File: src/design/pmr_pkg.sv
// Purpose: constants for the pcs management register bank
// Assumes: byte-wide host bus with 5-bit address
// Notes: offsets are byte addresses on the host bus
package pmr_pkg;

    // ==========================================================
    // host bus offsets
    localparam logic [4:0] PMR_OFS_CTRL_LO = 5'h00;
    localparam logic [4:0] PMR_OFS_CTRL_HI = 5'h01;
    localparam logic [4:0] PMR_OFS_STAT_LO = 5'h02;
    localparam logic [4:0] PMR_OFS_STAT_HI = 5'h03;
    localparam logic [4:0] PMR_OFS_ADV_LO = 5'h08;
    localparam logic [4:0] PMR_OFS_ADV_HI = 5'h09;
    localparam logic [4:0] PMR_OFS_PEER_LO = 5'h0a;
    localparam logic [4:0] PMR_OFS_PEER_HI = 5'h0b;
    localparam logic [4:0] PMR_OFS_EXP_LO = 5'h0c;
    localparam logic [4:0] PMR_OFS_EXP_HI = 5'h0d;
    localparam logic [4:0] PMR_OFS_EXT_LO = 5'h1e;
    localparam logic [4:0] PMR_OFS_EXT_HI = 5'h1f;

    // ==========================================================
    // control high byte fields
    localparam int PMR_CH_RESET = 7;
    localparam int PMR_CH_LOOP = 6;
    localparam int PMR_CH_RATE0 = 5;
    localparam int PMR_CH_ANEN = 4;
    localparam int PMR_CH_PDOWN = 3;
    localparam int PMR_CH_ISO = 2;
    localparam int PMR_CH_RESTART = 1;
    localparam int PMR_CH_DUPLEX = 0;
    // control low byte fields
    localparam int PMR_CL_RATE1 = 6;
    localparam int PMR_CL_UNIDIR = 5;
    // writable mask of control low: only rate1 and unidirectional
    localparam logic [7:0] PMR_CL_MASK = 8'h60;

    // ==========================================================
    // fixed values and reset values
    localparam logic [15:0] PMR_EXT_STATUS = 16'h8000;
    localparam logic [7:0] PMR_RST_CTRL_HI = 8'h10;
    localparam logic [7:0] PMR_RST_CTRL_LO = 8'h40;
    localparam logic [7:0] PMR_RST_ADV_LO = 8'h00;
    localparam logic [7:0] PMR_RST_ADV_HI = 8'h00;
    localparam int PMR_ADV_RATE_LSB = 10;

    // ==========================================================
    // rate encoding
    typedef enum logic [1:0] {
        PMR_RATE_10M = 2'b00,
        PMR_RATE_100M = 2'b01,
        PMR_RATE_1G = 2'b10,
        PMR_RATE_RSVD = 2'b11
    } pmr_rate_t;

endpackage : pmr_pkg

File: src/design/pmr_rate_sel.sv
// Purpose: picks the media-independent data rate
// Assumes: inputs are registered control bits on ref_clk
// Notes: purely combinational
`timescale 1ns/10ps
module pmr_rate_sel
    import pmr_pkg::*;
(
    // mode and control
    input wire logic sgmii_mode,
    input wire logic an_enable,
    input wire logic [1:0] ctrl_rate,
    input wire logic [1:0] adv_rate,
    // decoded rate
    output pmr_rate_t mii_rate,
    output logic rate_is_1g,
    output logic rate_is_100m,
    output logic rate_is_10m
);

    // gbe is always gigabit; sgmii follows negotiation or control
    always_comb begin
        if (!sgmii_mode) begin
            mii_rate = PMR_RATE_1G;
        end else if (an_enable) begin
            mii_rate = pmr_rate_t'(adv_rate);
        end else begin
            mii_rate = pmr_rate_t'(ctrl_rate);
        end
    end

    // reserved code selects no rate at all
    assign rate_is_1g = (mii_rate == PMR_RATE_1G);
    assign rate_is_100m = (mii_rate == PMR_RATE_100M);
    assign rate_is_10m = (mii_rate == PMR_RATE_10M);

endmodule : pmr_rate_sel

File: src/design/pmr_regs.sv
// Purpose: management register bank of a gigabit / sgmii pcs
// Assumes: host bus is byte wide, one-cycle write strobe, read data
//          registered one cycle after the read strobe
// Notes: status, peer ability and expansion bits come in as inputs
`timescale 1ns/10ps

module pmr_regs
    import pmr_pkg::*;
(
    // clock and reset
    input wire logic ref_clk,
    input wire logic srst,
    // configuration
    input wire logic sgmii_mode,
    // host bus
    input wire logic [4:0] hb_addr,
    input wire logic hb_wr,
    input wire logic hb_rd,
    input wire logic [7:0] hb_wdata,
    output logic [7:0] hb_rdata,
    output logic hb_ack,
    // state inputs from the sublayer
    input wire logic [15:0] status_in,
    input wire logic [15:0] peer_ability_in,
    input wire logic [15:0] expansion_in,
    // 16-bit extended status on the serial management side
    output logic [15:0] ext_status_smi,
    // control outputs
    output logic pcs_reset,
    output logic an_restart,
    output logic loopback,
    output logic an_enable,
    output logic power_down,
    output logic isolate,
    output logic duplex_full,
    output logic unidirectional,
    output logic [15:0] adv_ability,
    output pmr_rate_t mii_rate,
    output logic rate_is_1g,
    output logic rate_is_100m,
    output logic rate_is_10m
);

    // ==========================================================
    // storage
    logic [7:0] ctrl_hi_ff;
    logic [7:0] ctrl_lo_ff;
    logic [7:0] adv_lo_ff;
    logic [7:0] adv_hi_ff;
    logic [7:0] hb_rdata_ff;
    logic hb_ack_ff;
    logic [7:0] nxt_ctrl_hi;
    logic [7:0] nxt_ctrl_lo;
    logic [7:0] nxt_rdata;
    logic [1:0] ctrl_rate;

    // one place for address compare so all write decodes agree
    function automatic logic pmr_hit(input logic [4:0] a, input logic [4:0] ofs);
        pmr_hit = (a == ofs);
    endfunction : pmr_hit

    // extended status is constant, so writes can never disturb it
    assign ext_status_smi = PMR_EXT_STATUS;

    // ==========================================================
    // control high next value; self-clearing bits last one cycle
    always_comb begin
        nxt_ctrl_hi = ctrl_hi_ff;
        nxt_ctrl_hi[PMR_CH_RESET] = 1'b0;
        nxt_ctrl_hi[PMR_CH_RESTART] = 1'b0;
        if (hb_wr && pmr_hit(hb_addr, PMR_OFS_CTRL_HI)) begin
            nxt_ctrl_hi = hb_wdata;
        end
        // gbe pins rate bit 0 at zero
        if (!sgmii_mode) begin
            nxt_ctrl_hi[PMR_CH_RATE0] = 1'b0;
        end
    end

    // control low next value; only rate1 and unidirectional store
    always_comb begin
        nxt_ctrl_lo = ctrl_lo_ff;
        if (hb_wr && pmr_hit(hb_addr, PMR_OFS_CTRL_LO)) begin
            nxt_ctrl_lo = hb_wdata & PMR_CL_MASK;
        end
        if (!sgmii_mode) begin
            nxt_ctrl_lo[PMR_CL_RATE1] = 1'b1;
        end
    end

    // control registers
    always_ff @(posedge ref_clk) begin
        if (srst) begin
            ctrl_hi_ff <= PMR_RST_CTRL_HI;
            ctrl_lo_ff <= PMR_RST_CTRL_LO;
        end else begin
            ctrl_hi_ff <= nxt_ctrl_hi;
            ctrl_lo_ff <= nxt_ctrl_lo;
        end
    end

    // advertised ability registers, fully writable
    always_ff @(posedge ref_clk) begin
        if (srst) begin
            adv_lo_ff <= PMR_RST_ADV_LO;
            adv_hi_ff <= PMR_RST_ADV_HI;
        end else if (hb_wr && pmr_hit(hb_addr, PMR_OFS_ADV_LO)) begin
            adv_lo_ff <= hb_wdata;
        end else if (hb_wr && pmr_hit(hb_addr, PMR_OFS_ADV_HI)) begin
            adv_hi_ff <= hb_wdata;
        end
    end

    // ==========================================================
    // control outputs straight from the flops
    assign pcs_reset = ctrl_hi_ff[PMR_CH_RESET];
    assign an_restart = ctrl_hi_ff[PMR_CH_RESTART];
    assign loopback = ctrl_hi_ff[PMR_CH_LOOP];
    assign an_enable = ctrl_hi_ff[PMR_CH_ANEN];
    assign power_down = ctrl_hi_ff[PMR_CH_PDOWN];
    assign isolate = ctrl_hi_ff[PMR_CH_ISO];
    // duplex is reported only; the channel keeps split tx and rx paths
    assign duplex_full = ctrl_hi_ff[PMR_CH_DUPLEX];
    assign unidirectional = ctrl_lo_ff[PMR_CL_UNIDIR];
    assign adv_ability = {adv_hi_ff, adv_lo_ff};
    assign ctrl_rate = {ctrl_lo_ff[PMR_CL_RATE1], ctrl_hi_ff[PMR_CH_RATE0]};

    // rate selection
    pmr_rate_sel u_rate (
        .sgmii_mode(sgmii_mode),
        .an_enable(an_enable),
        .ctrl_rate(ctrl_rate),
        .adv_rate(adv_ability[PMR_ADV_RATE_LSB+1:PMR_ADV_RATE_LSB]),
        .mii_rate(mii_rate),
        .rate_is_1g(rate_is_1g),
        .rate_is_100m(rate_is_100m),
        .rate_is_10m(rate_is_10m)
    );

    // ==========================================================
    // read mux; unmapped addresses read as zero
    always_comb begin
        case (hb_addr)
            PMR_OFS_CTRL_LO: nxt_rdata = ctrl_lo_ff;
            PMR_OFS_CTRL_HI: nxt_rdata = ctrl_hi_ff;
            PMR_OFS_STAT_LO: nxt_rdata = status_in[7:0];
            PMR_OFS_STAT_HI: nxt_rdata = status_in[15:8];
            PMR_OFS_ADV_LO: nxt_rdata = adv_lo_ff;
            PMR_OFS_ADV_HI: nxt_rdata = adv_hi_ff;
            PMR_OFS_PEER_LO: nxt_rdata = peer_ability_in[7:0];
            PMR_OFS_PEER_HI: nxt_rdata = peer_ability_in[15:8];
            PMR_OFS_EXP_LO: nxt_rdata = expansion_in[7:0];
            PMR_OFS_EXP_HI: nxt_rdata = expansion_in[15:8];
            PMR_OFS_EXT_LO: nxt_rdata = PMR_EXT_STATUS[7:0];
            PMR_OFS_EXT_HI: nxt_rdata = PMR_EXT_STATUS[15:8];
            default: nxt_rdata = 8'h00;
        endcase
    end

    // read data is held until the next read
    always_ff @(posedge ref_clk) begin
        if (srst) begin
            hb_rdata_ff <= 8'h00;
            hb_ack_ff <= 1'b0;
        end else begin
            hb_ack_ff <= hb_rd | hb_wr;
            if (hb_rd) begin
                hb_rdata_ff <= nxt_rdata;
            end
        end
    end

    assign hb_rdata = hb_rdata_ff;
    assign hb_ack = hb_ack_ff;

    // ==========================================================
    // checks
    property p_ext_fixed;
        @(posedge ref_clk) disable iff (srst)
        ext_status_smi[15] && (ext_status_smi[14:0] == 15'h0000);
    endproperty
    a_ext_fixed: assert property (p_ext_fixed) else $error("ext status not fixed");

    property p_ext_read;
        @(posedge ref_clk) disable iff (srst)
        (hb_rd && hb_addr == PMR_OFS_EXT_HI) |=> (hb_rdata == 8'h80);
    endproperty
    a_ext_read: assert property (p_ext_read) else $error("ext high read wrong");

    property p_reset_selfclr;
        @(posedge ref_clk) disable iff (srst)
        pcs_reset |=>
            (!pcs_reset || $past(hb_wr && hb_addr == PMR_OFS_CTRL_HI && hb_wdata[PMR_CH_RESET]));
    endproperty
    a_reset_selfclr: assert property (p_reset_selfclr) else $error("reset stuck");

    property p_restart_pulse;
        @(posedge ref_clk) disable iff (srst)
        (hb_wr && hb_addr == PMR_OFS_CTRL_HI && hb_wdata[PMR_CH_RESTART])
            ##1 !hb_wr |-> an_restart ##1 !an_restart;
    endproperty
    a_restart_pulse: assert property (p_restart_pulse) else $error("restart not pulse");

    property p_loop_write;
        @(posedge ref_clk) disable iff (srst)
        (hb_wr && hb_addr == PMR_OFS_CTRL_HI) |=> (loopback == $past(hb_wdata[PMR_CH_LOOP]));
    endproperty
    a_loop_write: assert property (p_loop_write) else $error("loopback not stored");

    property p_pdown_write;
        @(posedge ref_clk) disable iff (srst)
        (hb_wr && hb_addr == PMR_OFS_CTRL_HI) |=> (power_down == $past(hb_wdata[PMR_CH_PDOWN]));
    endproperty
    a_pdown_write: assert property (p_pdown_write) else $error("power down not stored");

    property p_gbe_rate;
        @(posedge ref_clk) disable iff (srst)
        !sgmii_mode |-> (mii_rate == PMR_RATE_1G) && rate_is_1g;
    endproperty
    a_gbe_rate: assert property (p_gbe_rate) else $error("gbe rate not gigabit");

    property p_sgmii_an_rate;
        @(posedge ref_clk) disable iff (srst)
        (sgmii_mode && an_enable) |-> (mii_rate == adv_ability[11:10]);
    endproperty
    a_sgmii_an_rate: assert property (p_sgmii_an_rate) else $error("rate not advertised");

    property p_sgmii_ctrl_rate;
        @(posedge ref_clk) disable iff (srst)
        (sgmii_mode && !an_enable) |-> (mii_rate == ctrl_rate);
    endproperty
    a_sgmii_ctrl_rate: assert property (p_sgmii_ctrl_rate) else $error("rate not ctrl");

    property p_ctrl_lo_zeros;
        @(posedge ref_clk) disable iff (srst)
        (ctrl_lo_ff & ~PMR_CL_MASK) == 8'h00;
    endproperty
    a_ctrl_lo_zeros: assert property (p_ctrl_lo_zeros) else $error("ctrl low bit set");

    // self-clearing bits and gbe-pinned rate bits may move on their own, so mask them
    property p_ro_ignored;
        @(posedge ref_clk) disable iff (srst)
        (hb_wr && hb_addr == PMR_OFS_EXT_LO) |=>
            $stable(ctrl_hi_ff & 8'h5d) && $stable(ctrl_lo_ff & 8'h20) && $stable(adv_ability);
    endproperty
    a_ro_ignored: assert property (p_ro_ignored) else $error("read-only write leaked");

    // ==========================================================
    // bus handshake, decode and field placement checks
    property p_ack_pulse;
        @(posedge ref_clk) disable iff (srst)
        (hb_rd || hb_wr) |=> hb_ack;
    endproperty
    a_ack_pulse: assert property (p_ack_pulse) else $error("ack missing");

    property p_ack_idle;
        @(posedge ref_clk) disable iff (srst)
        !(hb_rd || hb_wr) |=> !hb_ack;
    endproperty
    a_ack_idle: assert property (p_ack_idle) else $error("ack without request");

    property p_adv_lo_write;
        @(posedge ref_clk) disable iff (srst)
        (hb_wr && hb_addr == PMR_OFS_ADV_LO) |=> (adv_ability[7:0] == $past(hb_wdata));
    endproperty
    a_adv_lo_write: assert property (p_adv_lo_write) else $error("adv low not stored");

    property p_adv_hi_write;
        @(posedge ref_clk) disable iff (srst)
        (hb_wr && hb_addr == PMR_OFS_ADV_HI) |=> (adv_ability[15:8] == $past(hb_wdata));
    endproperty
    a_adv_hi_write: assert property (p_adv_hi_write) else $error("adv high not stored");

    property p_stat_read;
        @(posedge ref_clk) disable iff (srst)
        (hb_rd && hb_addr == PMR_OFS_STAT_LO) |=> (hb_rdata == $past(status_in[7:0]));
    endproperty
    a_stat_read: assert property (p_stat_read) else $error("status low read wrong");

    property p_peer_read;
        @(posedge ref_clk) disable iff (srst)
        (hb_rd && hb_addr == PMR_OFS_PEER_HI) |=> (hb_rdata == $past(peer_ability_in[15:8]));
    endproperty
    a_peer_read: assert property (p_peer_read) else $error("peer high read wrong");

    property p_exp_read;
        @(posedge ref_clk) disable iff (srst)
        (hb_rd && hb_addr == PMR_OFS_EXP_LO) |=> (hb_rdata == $past(expansion_in[7:0]));
    endproperty
    a_exp_read: assert property (p_exp_read) else $error("expansion low read wrong");

    property p_reset_set;
        @(posedge ref_clk) disable iff (srst)
        (hb_wr && hb_addr == PMR_OFS_CTRL_HI && hb_wdata[PMR_CH_RESET]) |=> pcs_reset;
    endproperty
    a_reset_set: assert property (p_reset_set) else $error("reset not set");

    property p_duplex_write;
        @(posedge ref_clk) disable iff (srst)
        (hb_wr && hb_addr == PMR_OFS_CTRL_HI) |=> (duplex_full == $past(hb_wdata[PMR_CH_DUPLEX]));
    endproperty
    a_duplex_write: assert property (p_duplex_write) else $error("duplex not stored");

    property p_unidir_write;
        @(posedge ref_clk) disable iff (srst)
        (hb_wr && hb_addr == PMR_OFS_CTRL_LO) |=>
            (unidirectional == $past(hb_wdata[PMR_CL_UNIDIR]));
    endproperty
    a_unidir_write: assert property (p_unidir_write) else $error("unidir not stored");

    // a gbe write of zero to rate1 or of one to rate0 must not show up on readback
    property p_gbe_pinned;
        @(posedge ref_clk) disable iff (srst)
        !sgmii_mode |=> ctrl_lo_ff[PMR_CL_RATE1] && !ctrl_hi_ff[PMR_CH_RATE0];
    endproperty
    a_gbe_pinned: assert property (p_gbe_pinned) else $error("gbe rate bits moved");

    property p_rate_bits;
        @(posedge ref_clk) disable iff (srst)
        (sgmii_mode && !an_enable) |->
            (mii_rate == {ctrl_lo_ff[PMR_CL_RATE1], ctrl_hi_ff[PMR_CH_RATE0]});
    endproperty
    a_rate_bits: assert property (p_rate_bits) else $error("rate bits misplaced");

    property p_rsvd_none;
        @(posedge ref_clk) disable iff (srst)
        (mii_rate == PMR_RATE_RSVD) |-> !(rate_is_1g || rate_is_100m || rate_is_10m);
    endproperty
    a_rsvd_none: assert property (p_rsvd_none) else $error("reserved rate decoded");

    property p_rate_onehot;
        @(posedge ref_clk) disable iff (srst)
        (mii_rate != PMR_RATE_RSVD) |-> $onehot({rate_is_1g, rate_is_100m, rate_is_10m});
    endproperty
    a_rate_onehot: assert property (p_rate_onehot) else $error("rate decode not one-hot");

    c_reset_write: cover property (@(posedge ref_clk) disable iff (srst) pcs_reset);
    c_sgmii_an: cover property (@(posedge ref_clk) disable iff (srst) sgmii_mode && an_enable);
    c_rate_100m: cover property (@(posedge ref_clk) disable iff (srst) rate_is_100m);
    c_rate_rsvd: cover property (@(posedge ref_clk) disable iff (srst) mii_rate == PMR_RATE_RSVD);
    c_ext_read: cover property (@(posedge ref_clk) disable iff (srst)
        hb_rd && hb_addr == PMR_OFS_EXT_HI);

endmodule : pmr_regs

File: config.mk
export PLATFORM = sky130hd
export DESIGN_NAME = pmr_regs
export DESIGN_NICKNAME = d
export VERILOG_FILES = /design/src/design/pmr_pkg.sv /design/src/design/pmr_rate_sel.sv /design/src/design/pmr_regs.sv
export SDC_FILE = /design/constraint.sdc
export NUM_CORES = 1
export LEC_CHECK = 0
export BUFFER_PORTS_ARGS = -buffer_cell sky130_fd_sc_hd__buf_2
export CAP_MARGIN = 20
export CORE_MARGIN = 1.5
export CORE_UTILIZATION = 28
export DETAILED_ROUTE_END_ITERATION = 6
export HOLD_SLACK_MARGIN = 0.03
export PLACE_DENSITY = 0.62
export SYNTH_ARGS = -nofsm -noshare
export SYNTH_HDL_FRONTEND = slang
export SYNTH_SLANG_ARGS = --single-unit
File: constraint.sdc
create_clock -name ref_clk -period 4.1 [get_ports ref_clk]
set_clock_uncertainty 0.2 [all_clocks]
set_input_delay 0.82 -clock ref_clk [delete_from_list [all_inputs] [get_ports ref_clk]]
set_output_delay 0.82 -clock ref_clk [all_outputs]
set_load 0.1 [all_outputs]
==> flow_summary.toml <==
[run_status]
status = "finished clean"

[cts]
postCtsSetupRepairBufs = 0
clock_sinks = 35
clk_pin_slew_ns = 0.07
cts_tree = "built"
htree_levels = 2
hold_buffers = 0
root_buffer = "clkbuf_8"
cts-resized-gates = 0
cts_buffers = 5
clockBufferDepth = 2
clk_latency_ns = 0.29

[synthesis]
synth_cell_types = 48
synth-main-ff-cell = "dfxtp_1"
yosysSeqAreaShare_pct = 31.06
avgSynthCellArea_um2 = 8.882
synth_edf_count = 0
netlist_instances = 254
yosys_warnings = 0
syn_area_mm2 = 0.002256
ys_ff_latch = 35
synthArstFlopShare_pct = 0
synthMostInstantiatedCell = "dfxtp_1"
post_synth_main_area_contributors = "dfxtp_1 31%, mux2i_1 15%, buf_4 6.3%"
synth.top_cell.area_share_pct = 31.06
ys_top_cells_by_count = "35 x dfxtp_1, 33 x mux2i_1, 29 x nor2_1"
synth.largest_area_cell = "dfxtp_1"

[global_routing]
grt_max_degree = 36
grt_pass1_vias = 2135
grt_antenna_before_repair = 0
grt_use_total_pct = 16.65
grt_overflow = 0
grt_pass1_wl_um = 11140

[worst_setup_path]
cp.arrival_ns = 2.71
critical_path_required_ns = 4.06
cp_cell_sequence = "buf_2 > nor2b_1 > and3_1 > mux2i_1 > nor2_1"
slowest_stage = "and3_1"
start_kind = "input pin"
crit_fanout = 30
critPathMaxStageDelay_ns = 0.58
timing.rr.start = "adv_lo_ff[4]"
crit_start = "hb_addr[0]"
crit_path_end_kind = "flop"
critPathKind = "input pin to flop"

[die]
initial_utilization_pct = 29.04
die_area_mm2 = 0.008604
die_w_um = 92.76
io-pin-count = 120
core_region_area_mm2 = 0.007767
rows = 32
die_y_um = 92.76

[cells_and_area]
syn2layout_area_growth_pct = 26.40
n_antenna_cell = 0
nets = 411
multi_input_area_mm2 = 0.001371
regArea_um2 = 700.7
final_util_pct = 36.71
layout-drive-gt1-share_pct = 37.10
fillCellCount = 825
layout.cells.non_filler = 447

[routing]
ant_nets = 0
first_pass_iters = 4
drc_errors = 0
vias = 2221
avgRoutedWirePerCell_um = 16.07
via_per_inst = 4.969
drtIter0Drc = 112
wl_um = 7185

[power]
p_leak_nw = 1.386
powerDensity_mw_per_mm2 = 305.4
peakVddDrop_mv = 0.1348

[sta]
drv_slew = 0
min_period_ns = 2.755
maxSlewHeadroom_pct = 54.02
worstMarginPinSlew_ns = 0.6897
fin_setup_tns_ns = 0
rsz0062_at_grt = "no"
clock.fmax_mhz = 362.9
period_share_pct = 67.20
setup_violations = 0
hold_viol = 0

[placed_design]
gp_congestion = 0.8063
io_buffers = 103
hpwl_um = 5514
dpl.cell_count = 440

[hold_path]
min_from = "hb_rdata[4]"
hold_path_class = "flop to flop"

[run]
max_cap_violations = 0
metal layers:
layer	routed length, µm	GRT usage [%]	vias up
met5	0	0	-
met4	92	5.177	0
met3	580	3.777	10
met2	3200	27.37	104
met1	3311	21.50	1033
li1	-	-	1074
final cells by class:
class	instances	area share, %
inverter	4	0.5265
clock buffer	5	2.413
timing repair buffer	105	18.60
clock inverter	2	1.316
sequential	35	24.57
multi-input combinational	194	48.09
tap	102	4.476
where the power goes:
group | total, mW | switching, mW | internal [mW]
clock network | 0.309 | 0.131 | 0.178
registers | 0.345 | 0.00236 | 0.343
logic | 0.217 | 0.164 | 0.0529
total | 0.871 | 0.297 | 0.574
stage by stage:
stage	worst slack (ns)	instance area, µm²	power, mW	hold WS, ns
global route	1.172	2851	0.9019	0.3461
detailed placement	1.056	2745	0.5690	0.3005
global placement	1.158	2745	0.5682	0.2931
floorplan	-0.04464	2316	0.5291	0.2802
CTS	1.360	2851	0.8754	0.3107
finish	1.345	2851	0.8709	0.3104
worst paths after layout:
kind / slack (ns) / to / cells past startpoint
worst max-delay path: 1.34 / adv_hi_ff[3] / 5
worst max register to register: 2.56 / hb_rdata[4] / 3
worst min-delay path: 0.31 / hb_rdata[4] / 2
worst min register to register: 0.31 / hb_rdata[4] / 2
critical path, delay by kind of cell:
kind | cells | cell delay [ns]
multiplexers | 1 | 0.25
AND/OR/NAND/NOR | 3 | 1.16
buffers and inverters | 1 | 0.47
cell families (layout without fill, tap and decap cells):
kind of cell    Yosys count  after routing  synth area share (%)
simple gates             96             96                 24.18
other cells               2             16                0.3329
flops                    35             35                 31.06
mux                      42             42                 19.63
compound gates           40             40                 13.98
buf+inv                  39            116                 10.82
state kept, by name (all words and copies together) (netlist names):
name / flops
ctrl_lo_ff: 2
hb_ack: 1
hb_rdata: 8
adv_hi_ff: 8
ctrl_hi_ff: 8
adv_lo_ff: 8
placed cells by master, fill, tap and decap left out, types with 2 or more instances in the layout:
cell type  count
buf_2        103
dfxtp_1       35
mux2i_1       33
nor2_1        28
conb_1        16
and3_1        13
nand3_1       11
a221oi_1       8
nand2_1        7
nor3b_1        7
nand2b_1       7
mux2_2         5
clkbuf_8       5
a21oi_1        4
inv_1          4
a211oi_1       4
o21ai_1        4
nand3b_1       3
a22o_1         3
and4b_1        3
mux2_1         3
nor2b_2        2
nor2b_1        2
nand3_2        2
a32o_1         2
or3b_1         2
o21ai_0        2
a221oi_2       2
nor3_1         2
buf_4          2
Power figures use the tool's default switching activity.
